## config.mk

```make
export PLATFORM = sky130hd
export DESIGN_NAME = timer8_compare_waveform_output
export DESIGN_NICKNAME = d
export VERILOG_FILES = /design/src/include/tmr8_pkg.sv /design/src/hw/timer8_compare_waveform_output.sv /design/src/hw/tick_divider.sv /design/src/hw/timer_core.sv
export SDC_FILE = /design/constraint.sdc
export NUM_CORES = 1
export LEC_CHECK = 0
export ABC_AREA = 1
export BUFFER_PORTS_ARGS = -buffer_cell sky130_fd_sc_hd__buf_2
export CORE_MARGIN = 10
export CORE_UTILIZATION = 35
export CTS_BUF_LIST = sky130_fd_sc_hd__clkbuf_4
export CTS_CLUSTER_DIAMETER = 60
export DETAILED_ROUTE_END_ITERATION = 6
export SYNTH_ARGS = -nofsm -noshare
export SYNTH_HDL_FRONTEND = slang
export SYNTH_SLANG_ARGS = --single-unit
```

## constraint.sdc

```tcl
create_clock -name hclk -period 3.19 [get_ports hclk]
set_input_delay 0.638 -clock hclk [delete_from_list [all_inputs] [get_ports hclk]]
set_output_delay 0.638 -clock hclk [all_outputs]
set_load 0.05 [all_outputs]
```

## src/include/tmr8_pkg.sv

```systemverilog
/*
  Shared constants and carrier types for the 8-bit compare timer.
  Assumes a single 250 MHz bus clock and an AHB-Lite register port.
*/
package tmr8_pkg;
  localparam int unsigned CNT_W = 8;
  localparam logic [7:0] CNT_BOTTOM = 8'h00;
  localparam logic [7:0] CNT_MAX = 8'hFF;

  // waveform_mode_select encodings
  localparam logic [1:0] WGM_NORMAL = 2'h0;
  localparam logic [1:0] WGM_PHASE = 2'h1;
  localparam logic [1:0] WGM_CLEAR_ON_MATCH = 2'h2;
  localparam logic [1:0] WGM_FAST_PWM = 2'h3;

  // compare_output_action encodings
  localparam logic [1:0] COM_NONE = 2'h0;
  localparam logic [1:0] COM_TOGGLE = 2'h1;
  localparam logic [1:0] COM_CLEAR = 2'h2;
  localparam logic [1:0] COM_SET = 2'h3;

  // register byte offsets
  localparam logic [7:0] OFS_CONTROL = 8'h00;
  localparam logic [7:0] OFS_COUNT = 8'h04;
  localparam logic [7:0] OFS_COMPARE = 8'h08;
  localparam logic [7:0] OFS_FLAGS = 8'h0C;
  localparam logic [7:0] OFS_PORT = 8'h10;
  localparam logic [7:0] OFS_PRESCALE = 8'h14;

  // control register fields
  localparam int unsigned CTL_COM_LSB = 0;
  localparam int unsigned CTL_WGM_LSB = 2;
  localparam int unsigned CTL_FORCE_BIT = 4;
  // flag register fields (write one to clear)
  localparam int unsigned FLG_OVF_BIT = 0;
  localparam int unsigned FLG_CMP_BIT = 1;
  // port register fields
  localparam int unsigned PRT_OUT_BIT = 0;
  localparam int unsigned PRT_DIR_BIT = 1;
  localparam int unsigned PRT_PIN_BIT = 2;

  localparam logic [1:0] HTRANS_NONSEQ = 2'h2;
  localparam logic [15:0] PRESCALE_RESET = 16'h0000;

  typedef struct packed {
    logic [1:0] waveform_mode_select;
    logic [1:0] compare_output_action;
    logic [7:0] compare_value;
    logic       load_count;
    logic [7:0] load_value;
    logic       force_compare_strobe;
  } timer_ctl_t;

  typedef struct packed {
    logic [7:0] count_value;
    logic [7:0] compare_active;
    logic       overflow_event;
    logic       match_event;
    logic       compare_output_state;
  } timer_sts_t;

  typedef struct packed {
    logic pin_out;
    logic pin_oe;
  } pin_drive_t;
endpackage

```

## src/hw/timer8_compare_waveform_output.sv

```systemverilog
/*
  Top of the 8-bit compare timer: AHB-Lite register slave, flags,
  prescale divider, counter core and pin override.
  Assumes a single AHB-Lite master, word transfers, one clock hclk.
*/
module timer8_compare_waveform_output
  import tmr8_pkg::*;
#(
  parameter int unsigned PRESCALE_W = 16
) (
  // clock and reset
  input wire logic hclk,
  input wire logic hresetn,
  // ahb-lite slave
  input wire logic hsel,
  input wire logic [31:0] haddr,
  input wire logic [1:0] htrans,
  input wire logic hwrite,
  input wire logic [2:0] hsize,
  input wire logic [31:0] hwdata,
  input wire logic hready,
  output logic [31:0] hrdata,
  output logic hreadyout,
  output logic hresp,
  // compare pin
  input wire logic pin_in,
  output logic pin_out,
  output logic pin_oe,
  // flag lines toward an interrupt controller
  input wire logic overflow_serviced,
  input wire logic match_serviced,
  output logic overflow_flag,
  output logic compare_match_flag
);
  typedef struct packed {
    logic       ph_valid;
    logic       ph_write;
    logic [7:0] ph_addr;
    logic [31:0] rdata;
    logic [1:0] compare_output_action;
    logic [1:0] waveform_mode_select;
    logic [7:0] compare_value;
    logic       port_value;
    logic       compare_pin_direction_bit;
    logic [PRESCALE_W-1:0] prescale;
    logic       run;
    logic       load_count;
    logic [7:0] load_value;
    logic       force_compare_strobe;
    logic       overflow_flag;
    logic       compare_match_flag;
    logic       pin_out;
    logic       pin_oe;
    logic       pin_s1;
    logic       pin_s2;
  } state_t;

  state_t st;
  state_t next_st;
  timer_ctl_t ctl;
  timer_sts_t sts;
  logic tick;

  function automatic logic [31:0] read_mux(input state_t s, input timer_sts_t t);
    logic [31:0] r;
    r = 32'h0000_0000;
    unique case (s.ph_addr)
      OFS_CONTROL:
      begin
        r[CTL_COM_LSB +: 2] = s.compare_output_action;
        r[CTL_WGM_LSB +: 2] = s.waveform_mode_select;
      end
      OFS_COUNT: r[7:0] = t.count_value;
      OFS_COMPARE: r[7:0] = s.compare_value;
      OFS_FLAGS:
      begin
        r[FLG_OVF_BIT] = s.overflow_flag;
        r[FLG_CMP_BIT] = s.compare_match_flag;
      end
      OFS_PORT:
      begin
        r[PRT_OUT_BIT] = s.port_value;
        r[PRT_DIR_BIT] = s.compare_pin_direction_bit;
        r[PRT_PIN_BIT] = s.pin_s2;
      end
      OFS_PRESCALE:
      begin
        r[PRESCALE_W-1:0] = s.prescale;
        r[31] = s.run;
      end
      default: r = 32'h0000_0000;
    endcase
    return r;
  endfunction

  tick_divider #(
    .DIV_W(PRESCALE_W)
  ) u_div (
    .hclk(hclk),
    .hresetn(hresetn),
    .run(st.run),
    .div(st.prescale),
    .tick(tick)
  );

  always_comb
  begin
    ctl.waveform_mode_select = st.waveform_mode_select;
    ctl.compare_output_action = st.compare_output_action;
    ctl.compare_value = st.compare_value;
    ctl.load_count = st.load_count;
    ctl.load_value = st.load_value;
    ctl.force_compare_strobe = st.force_compare_strobe;
  end

  timer_core u_core (
    .hclk(hclk),
    .hresetn(hresetn),
    .tick(tick),
    .ctl(ctl),
    .sts(sts)
  );

  always_comb
  begin
    next_st = st;
    next_st.load_count = 1'b0;
    next_st.force_compare_strobe = 1'b0;
    next_st.pin_s1 = pin_in;
    next_st.pin_s2 = st.pin_s1;
    // data phase: zero wait states
    if (st.ph_valid && st.ph_write)
    begin
      unique case (st.ph_addr)
        OFS_CONTROL:
        begin
          next_st.compare_output_action = hwdata[CTL_COM_LSB +: 2];
          next_st.waveform_mode_select = hwdata[CTL_WGM_LSB +: 2];
          next_st.force_compare_strobe = hwdata[CTL_FORCE_BIT];
        end
        OFS_COUNT:
        begin
          next_st.load_count = 1'b1;
          next_st.load_value = hwdata[7:0];
        end
        OFS_COMPARE: next_st.compare_value = hwdata[7:0];
        OFS_PORT:
        begin
          next_st.port_value = hwdata[PRT_OUT_BIT];
          next_st.compare_pin_direction_bit = hwdata[PRT_DIR_BIT];
        end
        OFS_PRESCALE:
        begin
          next_st.prescale = hwdata[PRESCALE_W-1:0];
          next_st.run = hwdata[31];
        end
        default:
        begin
        end
      endcase
    end
    // flags: clear by servicing or write-one; a new event wins
    if (overflow_serviced || (st.ph_valid && st.ph_write && st.ph_addr == OFS_FLAGS
        && hwdata[FLG_OVF_BIT]))
      next_st.overflow_flag = 1'b0;
    if (match_serviced || (st.ph_valid && st.ph_write && st.ph_addr == OFS_FLAGS
        && hwdata[FLG_CMP_BIT]))
      next_st.compare_match_flag = 1'b0;
    if (sts.overflow_event)
      next_st.overflow_flag = 1'b1;
    if (sts.match_event)
      next_st.compare_match_flag = 1'b1;
    // address phase
    next_st.ph_valid = 1'b0;
    if (hsel && hready && htrans == HTRANS_NONSEQ)
    begin
      next_st.ph_valid = 1'b1;
      next_st.ph_write = hwrite;
      next_st.ph_addr = haddr[7:0];
    end
    next_st.rdata = 32'h0000_0000;
    if (hsel && hready && htrans == HTRANS_NONSEQ && !hwrite)
    begin
      next_st.ph_addr = haddr[7:0];
      next_st.rdata = read_mux(next_st, sts);
    end
    // state is kept even when the pin is an input
    next_st.pin_out = (st.compare_output_action != COM_NONE)
      ? sts.compare_output_state : st.port_value;
    next_st.pin_oe = st.compare_pin_direction_bit;
  end

  always_ff @(posedge hclk or negedge hresetn)
  begin
    if (!hresetn)
    begin
      st <= '0;
      st.prescale <= PRESCALE_RESET;
    end
    else
      st <= next_st;
  end

  assign hrdata = st.rdata;
  assign hreadyout = 1'b1;
  assign hresp = 1'b0;
  assign pin_out = st.pin_out;
  assign pin_oe = st.pin_oe;
  assign overflow_flag = st.overflow_flag;
  assign compare_match_flag = st.compare_match_flag;
endmodule

```

## src/hw/tick_divider.sv

```systemverilog
/*
  Timer clock enable generator: one-cycle pulse every (div+1) clocks.
  Assumes the divisor comes from a register on the same clock.
*/
module tick_divider #(
  parameter int unsigned DIV_W = 16
) (
  // clock and reset
  input wire logic hclk,
  input wire logic hresetn,
  // control
  input wire logic run,
  input wire logic [DIV_W-1:0] div,
  // enable out
  output logic tick
);
  typedef struct packed {
    logic [DIV_W-1:0] cnt;
    logic tick;
  } state_t;

  state_t st;
  state_t next_st;

  always_comb
  begin
    next_st = st;
    next_st.tick = 1'b0;
    if (!run)
    begin
      next_st.cnt = '0;
    end
    else if (st.cnt >= div)
    begin
      next_st.cnt = '0;
      next_st.tick = 1'b1;
    end
    else
    begin
      next_st.cnt = st.cnt + 1'b1;
    end
  end

  always_ff @(posedge hclk or negedge hresetn)
  begin
    if (!hresetn)
      st <= '0;
    else
      st <= next_st;
  end

  assign tick = st.tick;
endmodule

```

## src/hw/timer_core.sv

```systemverilog
/*
  Counter, comparator and waveform generator of the 8-bit timer.
  Assumes tick is a one-cycle enable and control comes from the same clock.
*/
module timer_core
  import tmr8_pkg::*;
(
  // clock and reset
  input wire logic hclk,
  input wire logic hresetn,
  // timer enable
  input wire logic tick,
  // control
  input wire tmr8_pkg::timer_ctl_t ctl,
  // status
  output tmr8_pkg::timer_sts_t sts
);
  typedef struct packed {
    logic [7:0] cnt;
    logic [7:0] ocr;
    logic       block;
    logic       ovf;
    logic       mat;
    logic       oc;
    logic       cmp_hit;
  } state_t;

  state_t st;
  state_t next_st;

  function automatic logic wave_action(input logic [1:0] com, input logic cur);
    unique case (com)
      COM_NONE: wave_action = cur;
      COM_TOGGLE: wave_action = ~cur;
      COM_CLEAR: wave_action = 1'b0;
      COM_SET: wave_action = 1'b1;
    endcase
  endfunction

  logic is_pwm;
  logic hit;

  always_comb
  begin
    next_st = st;
    next_st.ovf = 1'b0;
    next_st.mat = 1'b0;
    is_pwm = (ctl.waveform_mode_select == WGM_FAST_PWM);
    // unbuffered outside fast pwm; pwm reloads only at max->bottom
    if (!is_pwm)
      next_st.ocr = ctl.compare_value;
    hit = (st.cnt == st.ocr) && !st.block;
    if (ctl.load_count)
    begin
      next_st.cnt = ctl.load_value;
      next_st.block = 1'b1;
    end
    else if (tick)
    begin
      next_st.block = 1'b0;
      if (hit)
      begin
        next_st.mat = 1'b1;
        next_st.oc = wave_action(ctl.compare_output_action, st.oc);
        if (is_pwm && ctl.compare_output_action != COM_TOGGLE)
          next_st.oc = (ctl.compare_output_action == COM_SET);
      end
      unique case (ctl.waveform_mode_select)
        WGM_CLEAR_ON_MATCH:
        begin
          if (hit)
            next_st.cnt = CNT_BOTTOM;
          else
            next_st.cnt = st.cnt + 8'h01;
          if (st.cnt == CNT_MAX && !hit)
            next_st.ovf = 1'b1;
        end
        WGM_FAST_PWM:
        begin
          next_st.cnt = st.cnt + 8'h01;
          if (st.cnt == CNT_MAX)
          begin
            next_st.ovf = 1'b1;
            next_st.ocr = ctl.compare_value;
            // bottom action; a match at max wins so ocr=max holds a level
            if (!hit && ctl.compare_output_action[1])
              next_st.oc = (ctl.compare_output_action == COM_CLEAR);
          end
        end
        default:
        begin
          // normal; the phase-correct code is left as free running
          next_st.cnt = st.cnt + 8'h01;
          if (st.cnt == CNT_MAX)
            next_st.ovf = 1'b1;
        end
      endcase
    end
    // strobe acts like a match on the state only, normal and clear-on-match modes
    if (ctl.force_compare_strobe && !is_pwm && ctl.waveform_mode_select != WGM_PHASE)
      next_st.oc = wave_action(ctl.compare_output_action, st.oc);
    next_st.cmp_hit = hit;
  end

  always_ff @(posedge hclk or negedge hresetn)
  begin
    if (!hresetn)
      st <= '0;
    else
      st <= next_st;
  end

  always_comb
  begin
    sts.count_value = st.cnt;
    sts.compare_active = st.ocr;
    sts.overflow_event = st.ovf;
    sts.match_event = st.mat;
    sts.compare_output_state = st.oc;
  end
endmodule

```

==> reports/results.tsv, run 1 <==
metric	value	unit
top post-synthesis cells by area	dfrtp_1, nand2_1, inv_1	
max-slew violation count	0	
maximum buffer depth of the clock tree	2	
top-level I/O count	115	
Initial Util	0.356	
# setup viols final	0	
TritonCTS clock tree	yes	
root buffer cell	clkbuf_4	
sequential share of the synthesized area	0.466	
share of cells above drive strength 1	0.133	
maxcap violations	0	
count of different cell masters after synthesis	35	
Synth Area in Compound Gates	0.106	
First DRT Iteration DRCs	341	
die width	150	um
Initial DRT Pass Iterations	5	
Cell Area, Synth	5910	um2
Simple-Gate Fraction of Synth Area	0.251	
Most used DFF post-synth	dfrtp_1	
P_sw	0.876	mW
die area	22500	um2
Switching Share	0.308	
cts hold-fix bufs	0	
WP data required	3.59	ns
CP max FO	17	
Hold Crit Class	in -> async	
Slew Limit Headroom	0.488	
Met1 Wirelength	6.62	mm
initial antenna violation count	1	
H-tree depth	3	
filler cell count	1772	
Worst setup SP type	flop	
Vias/cell	4.60	
remaining antenna violation count	0	
Int Power	1.97	mW
final count of hold timing violations	0	
Async SR Flop Fraction	1.00	
outcome	finished, final reports clean	
arrival time worst endpoint	2.51	ns
Final Cycle Share	0.659	
Non-Filler Instances	1008	
pre-CTS WS	0.681	ns
placer congestion estimate	0.834	
Overflow after GRT	0	
clock-pin slew on the worst setup and hold paths	0.18	ns
DRC Markers	0	
via count	4637	
Leakage	3.41	nW
RSZ-0062 raised after global routing	no	
Reg power frac	0.560	
Core Area	16600	um2
Crit Path Category	reg -> reg	
synthesized flop and latch total	110	
crit end category	flop	
PostCTS Resize Cnt	0	
number of buffers created by CTS	9	
Synth top cells by count	nand2_1, dfrtp_1, inv_1, nor2_1, o21ai_0	
Comb power frac	0.149	
routed wl met2	6.07	mm
WL/cell	13.3	um
worst vdd ir	0.000148	V
clock latency on the worst-skew pair	0.50	ns
largest net degree at the start of global routing	60	
clk_skew	0.0236	ns
largest area contributor in the netlist	dfrtp_1	
global-route wire length before repair	22.6	mm
Final min period	2.10	ns
Area growth syn-to-layout	8.07	%
total negative slack	0	ns
site row count	47	
multiplexer share of the synthesized area	0	
die height	150	um
adder-cell share of the synthesized area	0.0381	
Cells after Synth	748	
Post-synth EDFFs	0	
Final WS setup	1.09	ns
most common cell in the synthesized netlist	nand2_1	
metal3 WL	561	um
Power Dens Cells	446	nW/um2
fin nets	877	
clock sink total	110	
placed cells	991	
highest routed layer	met4	
top-area cell type share of the netlist area	0.466	
xor/xnor share of the synthesized area	0.0148	
Mapped Avg Cell Area	7.90	um2
Max Freq	476	MHz
largest family of logic cells by synthesized area	simple AND/OR/NAND/NOR gates	
Clk pwr share	0.291	
Slew @ Worst Pin	0.768	ns
Setup Buffers After CTS	0	
GRT Util Overall	0.124	
DRT Wirelength	13.4	mm
DP Wirelength	10.2	mm
Synthesis Warnings	0	
vias in the first global route	4444	
I/O Buffers	55	
cells by family (layout without fill, tap and decap cells):
group                      Yosys count  count (layout)
buffers and inverters              154             178
DFF                                110             110
and+or+nand+nor                    342             342
adders and majority gates           18              18
xor gates and xnor gates            10              10
AOI/OAI and AO/OA                  112             112
other                                2              18
power by group through the flow:
stage               Sequential (mW)  Clock, mW  Combinational [mW]
finish                         1.60      0.829               0.426
global route                   1.61      0.923               0.487
CTS                            1.60      0.861               0.428
detailed placement             1.62          0               0.426
global placement               1.62          0               0.416
floorplan                      1.59          0               0.331
path summary, 6_finish.rpt:
check,from,to,slack (ns),cells after the start
max in group asynchronous,hresetn,u_div.st[12]$_DFF_PN0_,2.26,2
hold / removal,hresetn,st[81]$_DFFE_PN0P_,0.19,1
setup / recovery,u_div.st[16]$_DFF_PN0_,u_div.st[3]$_DFF_PN0_,1.09,6
min in group hclk,pin_in,next_st[0]$_DFF_PN0_,0.22,1
hold reg to reg,next_st[2]$_DFF_PN0_,pin_oe$_DFF_PN0_,0.42,0
setup reg to reg,u_div.st[16]$_DFF_PN0_,u_div.st[3]$_DFF_PN0_,1.09,6
registers in the layout, summed over array words and instances, names as in the netlist, 2 cells and up:
| signal | cells |
|---|---|
| st | 28 |
| ctl | 22 |
| u_core.sts | 19 |
| hrdata | 17 |
| u_div.st | 16 |
| next_st | 2 |
layout make-up:
| type | count | area, um2 | area share |
|---|---|---|---|
| sequential | 110 | 2750 | 0.431 |
| clock buffer | 9 | 67.6 | 0.0106 |
| inverter | 105 | 394 | 0.0617 |
| tap | 220 | 275 | 0.0431 |
| antenna | 1 | 2.50 | 0.000392 |
| clock inverter | 7 | 104 | 0.0163 |
| multi-input combinational | 499 | 2480 | 0.389 |
| timing repair buffer | 57 | 305 | 0.0478 |
critical path: stages, from the launching register on:
cell     delay [ns]
dfrtp_1        0.43
ha_1           0.30
a21oi_1        0.17
o21ai_0        0.12
a21oi_1        0.16
nand3_1        0.50
nor3_1         0.34
cells in the final DEF, fill, tap and decap left out, drive strengths merged, types with 7 or more instances in the layout:
| master | netlist | final |
|---|---|---|
| nand3 | 53 | 53 |
| and2 | 7 | 7 |
| ha | 18 | 18 |
| dfrtp | 110 | 110 |
| nor3 | 14 | 14 |
| a22oi | 7 | 7 |
| nand4 | 7 | 7 |
| nor2 | 84 | 84 |
| a21oi | 29 | 29 |
| o21ai | 71 | 71 |
| inv | 105 | 109 |
| conb | 2 | 17 |
| buf | 43 | 57 |
| xor2 | 7 | 7 |
| nand2 | 171 | 171 |
| clkbuf | 6 | 9 |
routing by layer:
metal | global-route usage | vias up
met2 | 0.192 | 78
li1 | - | 2401
met1 | 0.170 | 2147
met5 | 0 | -
met4 | 0.0428 | 0
met3 | 0.0245 | 11
stage by stage:
| step | total power, mW | hold WS (ns) | utilization | cell area, um2 |
|---|---|---|---|---|
| 5_1_grt | 3.02 | 0.158 | 0.385 | 6380 |
| 4_1_cts | 2.88 | 0.180 | 0.385 | 6380 |
| 3_3_place_gp | 2.04 | 0.381 | 0.374 | 6210 |
| 2_1_floorplan | 1.92 | 0.342 | - | 5960 |
| 6_report | 2.85 | 0.185 | 0.385 | 6380 |
| 3_5_place_dp | 2.05 | 0.378 | 0.374 | 6210 |
Power figures use the tool's default switching activity.
==> run 2: changes to the inputs <==
clock period = 2.16 ns   (was 3.19 ns; I/O delays follow)
==> reports/results.tsv, run 2 (synthesized netlist as in run 1, its figures left out) <==
metric	value	unit	change
die area	22500	um2	unchanged
die height	150	um	unchanged
Core Util, Final	0.387		+0.00219
most common cell after layout, fill and taps aside	nand2_1		
Power Dens Cells	608	nW/um2	+36%
Final WS setup	0.259	ns	-0.828 ns
Setup Buffers After CTS	0		unchanged
global-route wire length before repair	23.0	mm	+2.1%
Biggest register	st		
Leakage	3.45	nW	+1.0%
Final min period	1.90	ns	-0.202 ns
largest net degree at the start of global routing	41		-32%
root buffer cell	clkbuf_4		
Area growth syn-to-layout	8.68	%	
Vias/cell	4.52		-1.7%
arrival time worst endpoint	2.28	ns	-0.23 ns
PostCTS Resize Cnt	0		unchanged
site row count	47		unchanged
Initial DRT Pass Iterations	5		unchanged
via count	4617		-0.43%
top-level I/O count	115		unchanged
outcome	finished, final reports clean		
WHS	0.0454	ns	-0.140 ns
remaining antenna violation count	0		unchanged
Max Freq	526	MHz	+11%
DRC Markers	0		unchanged
placer congestion estimate	0.834		about the same
number of buffers created by CTS	9		unchanged
clock-pin slew on the worst setup and hold paths	0.16	ns	-0.02 ns
Hold Crit Class	in -> reg		
DP Wirelength	10.5	mm	+3.3%
TritonCTS clock tree	yes		
Critical Path, Cell by Cell	ha_1 > nand2_1 > nor2_2 > nand3_2 > nor2_4 > nand2_2 > nand2_2 > a21oi_1 > o21ai_0 > o21ai_0		
die width	150	um	unchanged
Largest register FFs	28		unchanged
cts hold-fix bufs	1		+1
First DRT Iteration DRCs	275		-19%
maximum buffer depth of the clock tree	2		unchanged
pre-CTS WS	0.254	ns	-0.426 ns
DP Area	6300	um2	+1.5%
I/O Buffers	55		unchanged
WL/cell	13.4	um	+0.53%
Worst setup SP type	flop		
share of cells above drive strength 1	0.145		+0.0116
Crit-path slowest cell	dfrtp_1		
Slew @ Worst Pin	0.675	ns	-0.0929 ns
design area	6420	um2	+0.57%
WP data required	2.54	ns	-1.05 ns
GRT Util Overall	0.127		+0.00272
fin nets	890		+1.5%
initial antenna violation count	1		unchanged
CP top delay family	simple AND/OR/NAND/NOR gates		
# setup viols final	0		unchanged
CP max FO	14		-3
RSZ-0062 raised after global routing	no		
crit end category	flop		
CP Buf/Inv Count	0		unchanged
vias in the first global route	4485		+0.92%
Crit Path Category	reg -> reg		
Core Area	16600	um2	unchanged
most frequent cells in the layout	nand2_1, dfrtp_1, inv_1, nor2_1, o21ai_0		
Slew Limit Headroom	0.548		+0.0603
clock latency on the worst-skew pair	0.50	ns	about the same
worst vdd ir	0.000230	V	+56%
H-tree depth	3		unchanged
Final Cycle Share	0.880		+0.221
Initial Util	0.356		unchanged
CP max stage delay	0.51	ns	about the same
maxcap violations	0		unchanged
final count of hold timing violations	0		unchanged
Overflow after GRT	0		unchanged
total negative slack	0	ns	unchanged
DRT Wirelength	13.7	mm	+1.8%
clk_skew	0.0274	ns	+0.00379 ns
max-slew violation count	0		unchanged
clock sink total	110		unchanged
==> run 2: changes by cell type in the layout (fill, tap and decap cells not counted), sizes merged <==
| cell | delta |
|---|---|
| buf | +12 |
| bufinv | -2 |
| clkinv | +4 |
| clkinvlp | +1 |
| dlygate4sd3 | +1 |
| inv | -3 |
==> run 2: stage by stage <==
step / instances / power, mW
floorplan: 763 / 2.84
global placement: 1003 / 3.01
CTS: 1020 / 3.96
global route: 1021 / 4.15
finish: 1021 / 3.90
detailed placement: 1003 / 3.02
==> run 2: final timing paths <==
kind / startpoint / to / slack [ns] / depth (start not counted)
max reg2reg: u_core.sts[12]$_DFFE_PN0P_ / u_core.sts[4]$_DFF_PN0_ / 0.26 / 10
min in group asynchronous: hresetn / st[34]$_DFF_PN0_ / 0.44 / 2
min reg2reg: next_st[2]$_DFF_PN0_ / pin_oe$_DFF_PN0_ / 0.42 / 0
max in group asynchronous: hresetn / u_div.st[14]$_DFF_PN0_ / 1.04 / 3
min: pin_in / next_st[0]$_DFF_PN0_ / 0.05 / 1
max: u_core.sts[12]$_DFFE_PN0P_ / u_core.sts[4]$_DFF_PN0_ / 0.26 / 10
==> run 2: per-layer routing <==
layer	up-vias	share of wire	global-route usage
met4	0	0.017	0.0505
met5	-	0	0
met3	15	0.040	0.0211
met2	79	0.45	0.193
li1	2422	-	-
met1	2101	0.49	0.176
==> run 2: report_power, final <==
part	internal, mW	switching (mW)	total, mW
sequential	2.22	0.129	2.35
combinational	0.211	0.418	0.629
clock	0.230	0.693	0.923
==> run 2: area by class of cell <==
class                      instances  area (um2)
inverter                         105         394
multi-input combinational        499        2480
timing repair buffer              70         405
sequential                       110        2750
fill                            1770       10200
clock buffer                       9        67.6
clock inverter                     7        40.0
antenna                            1        2.50
tap                              220         275
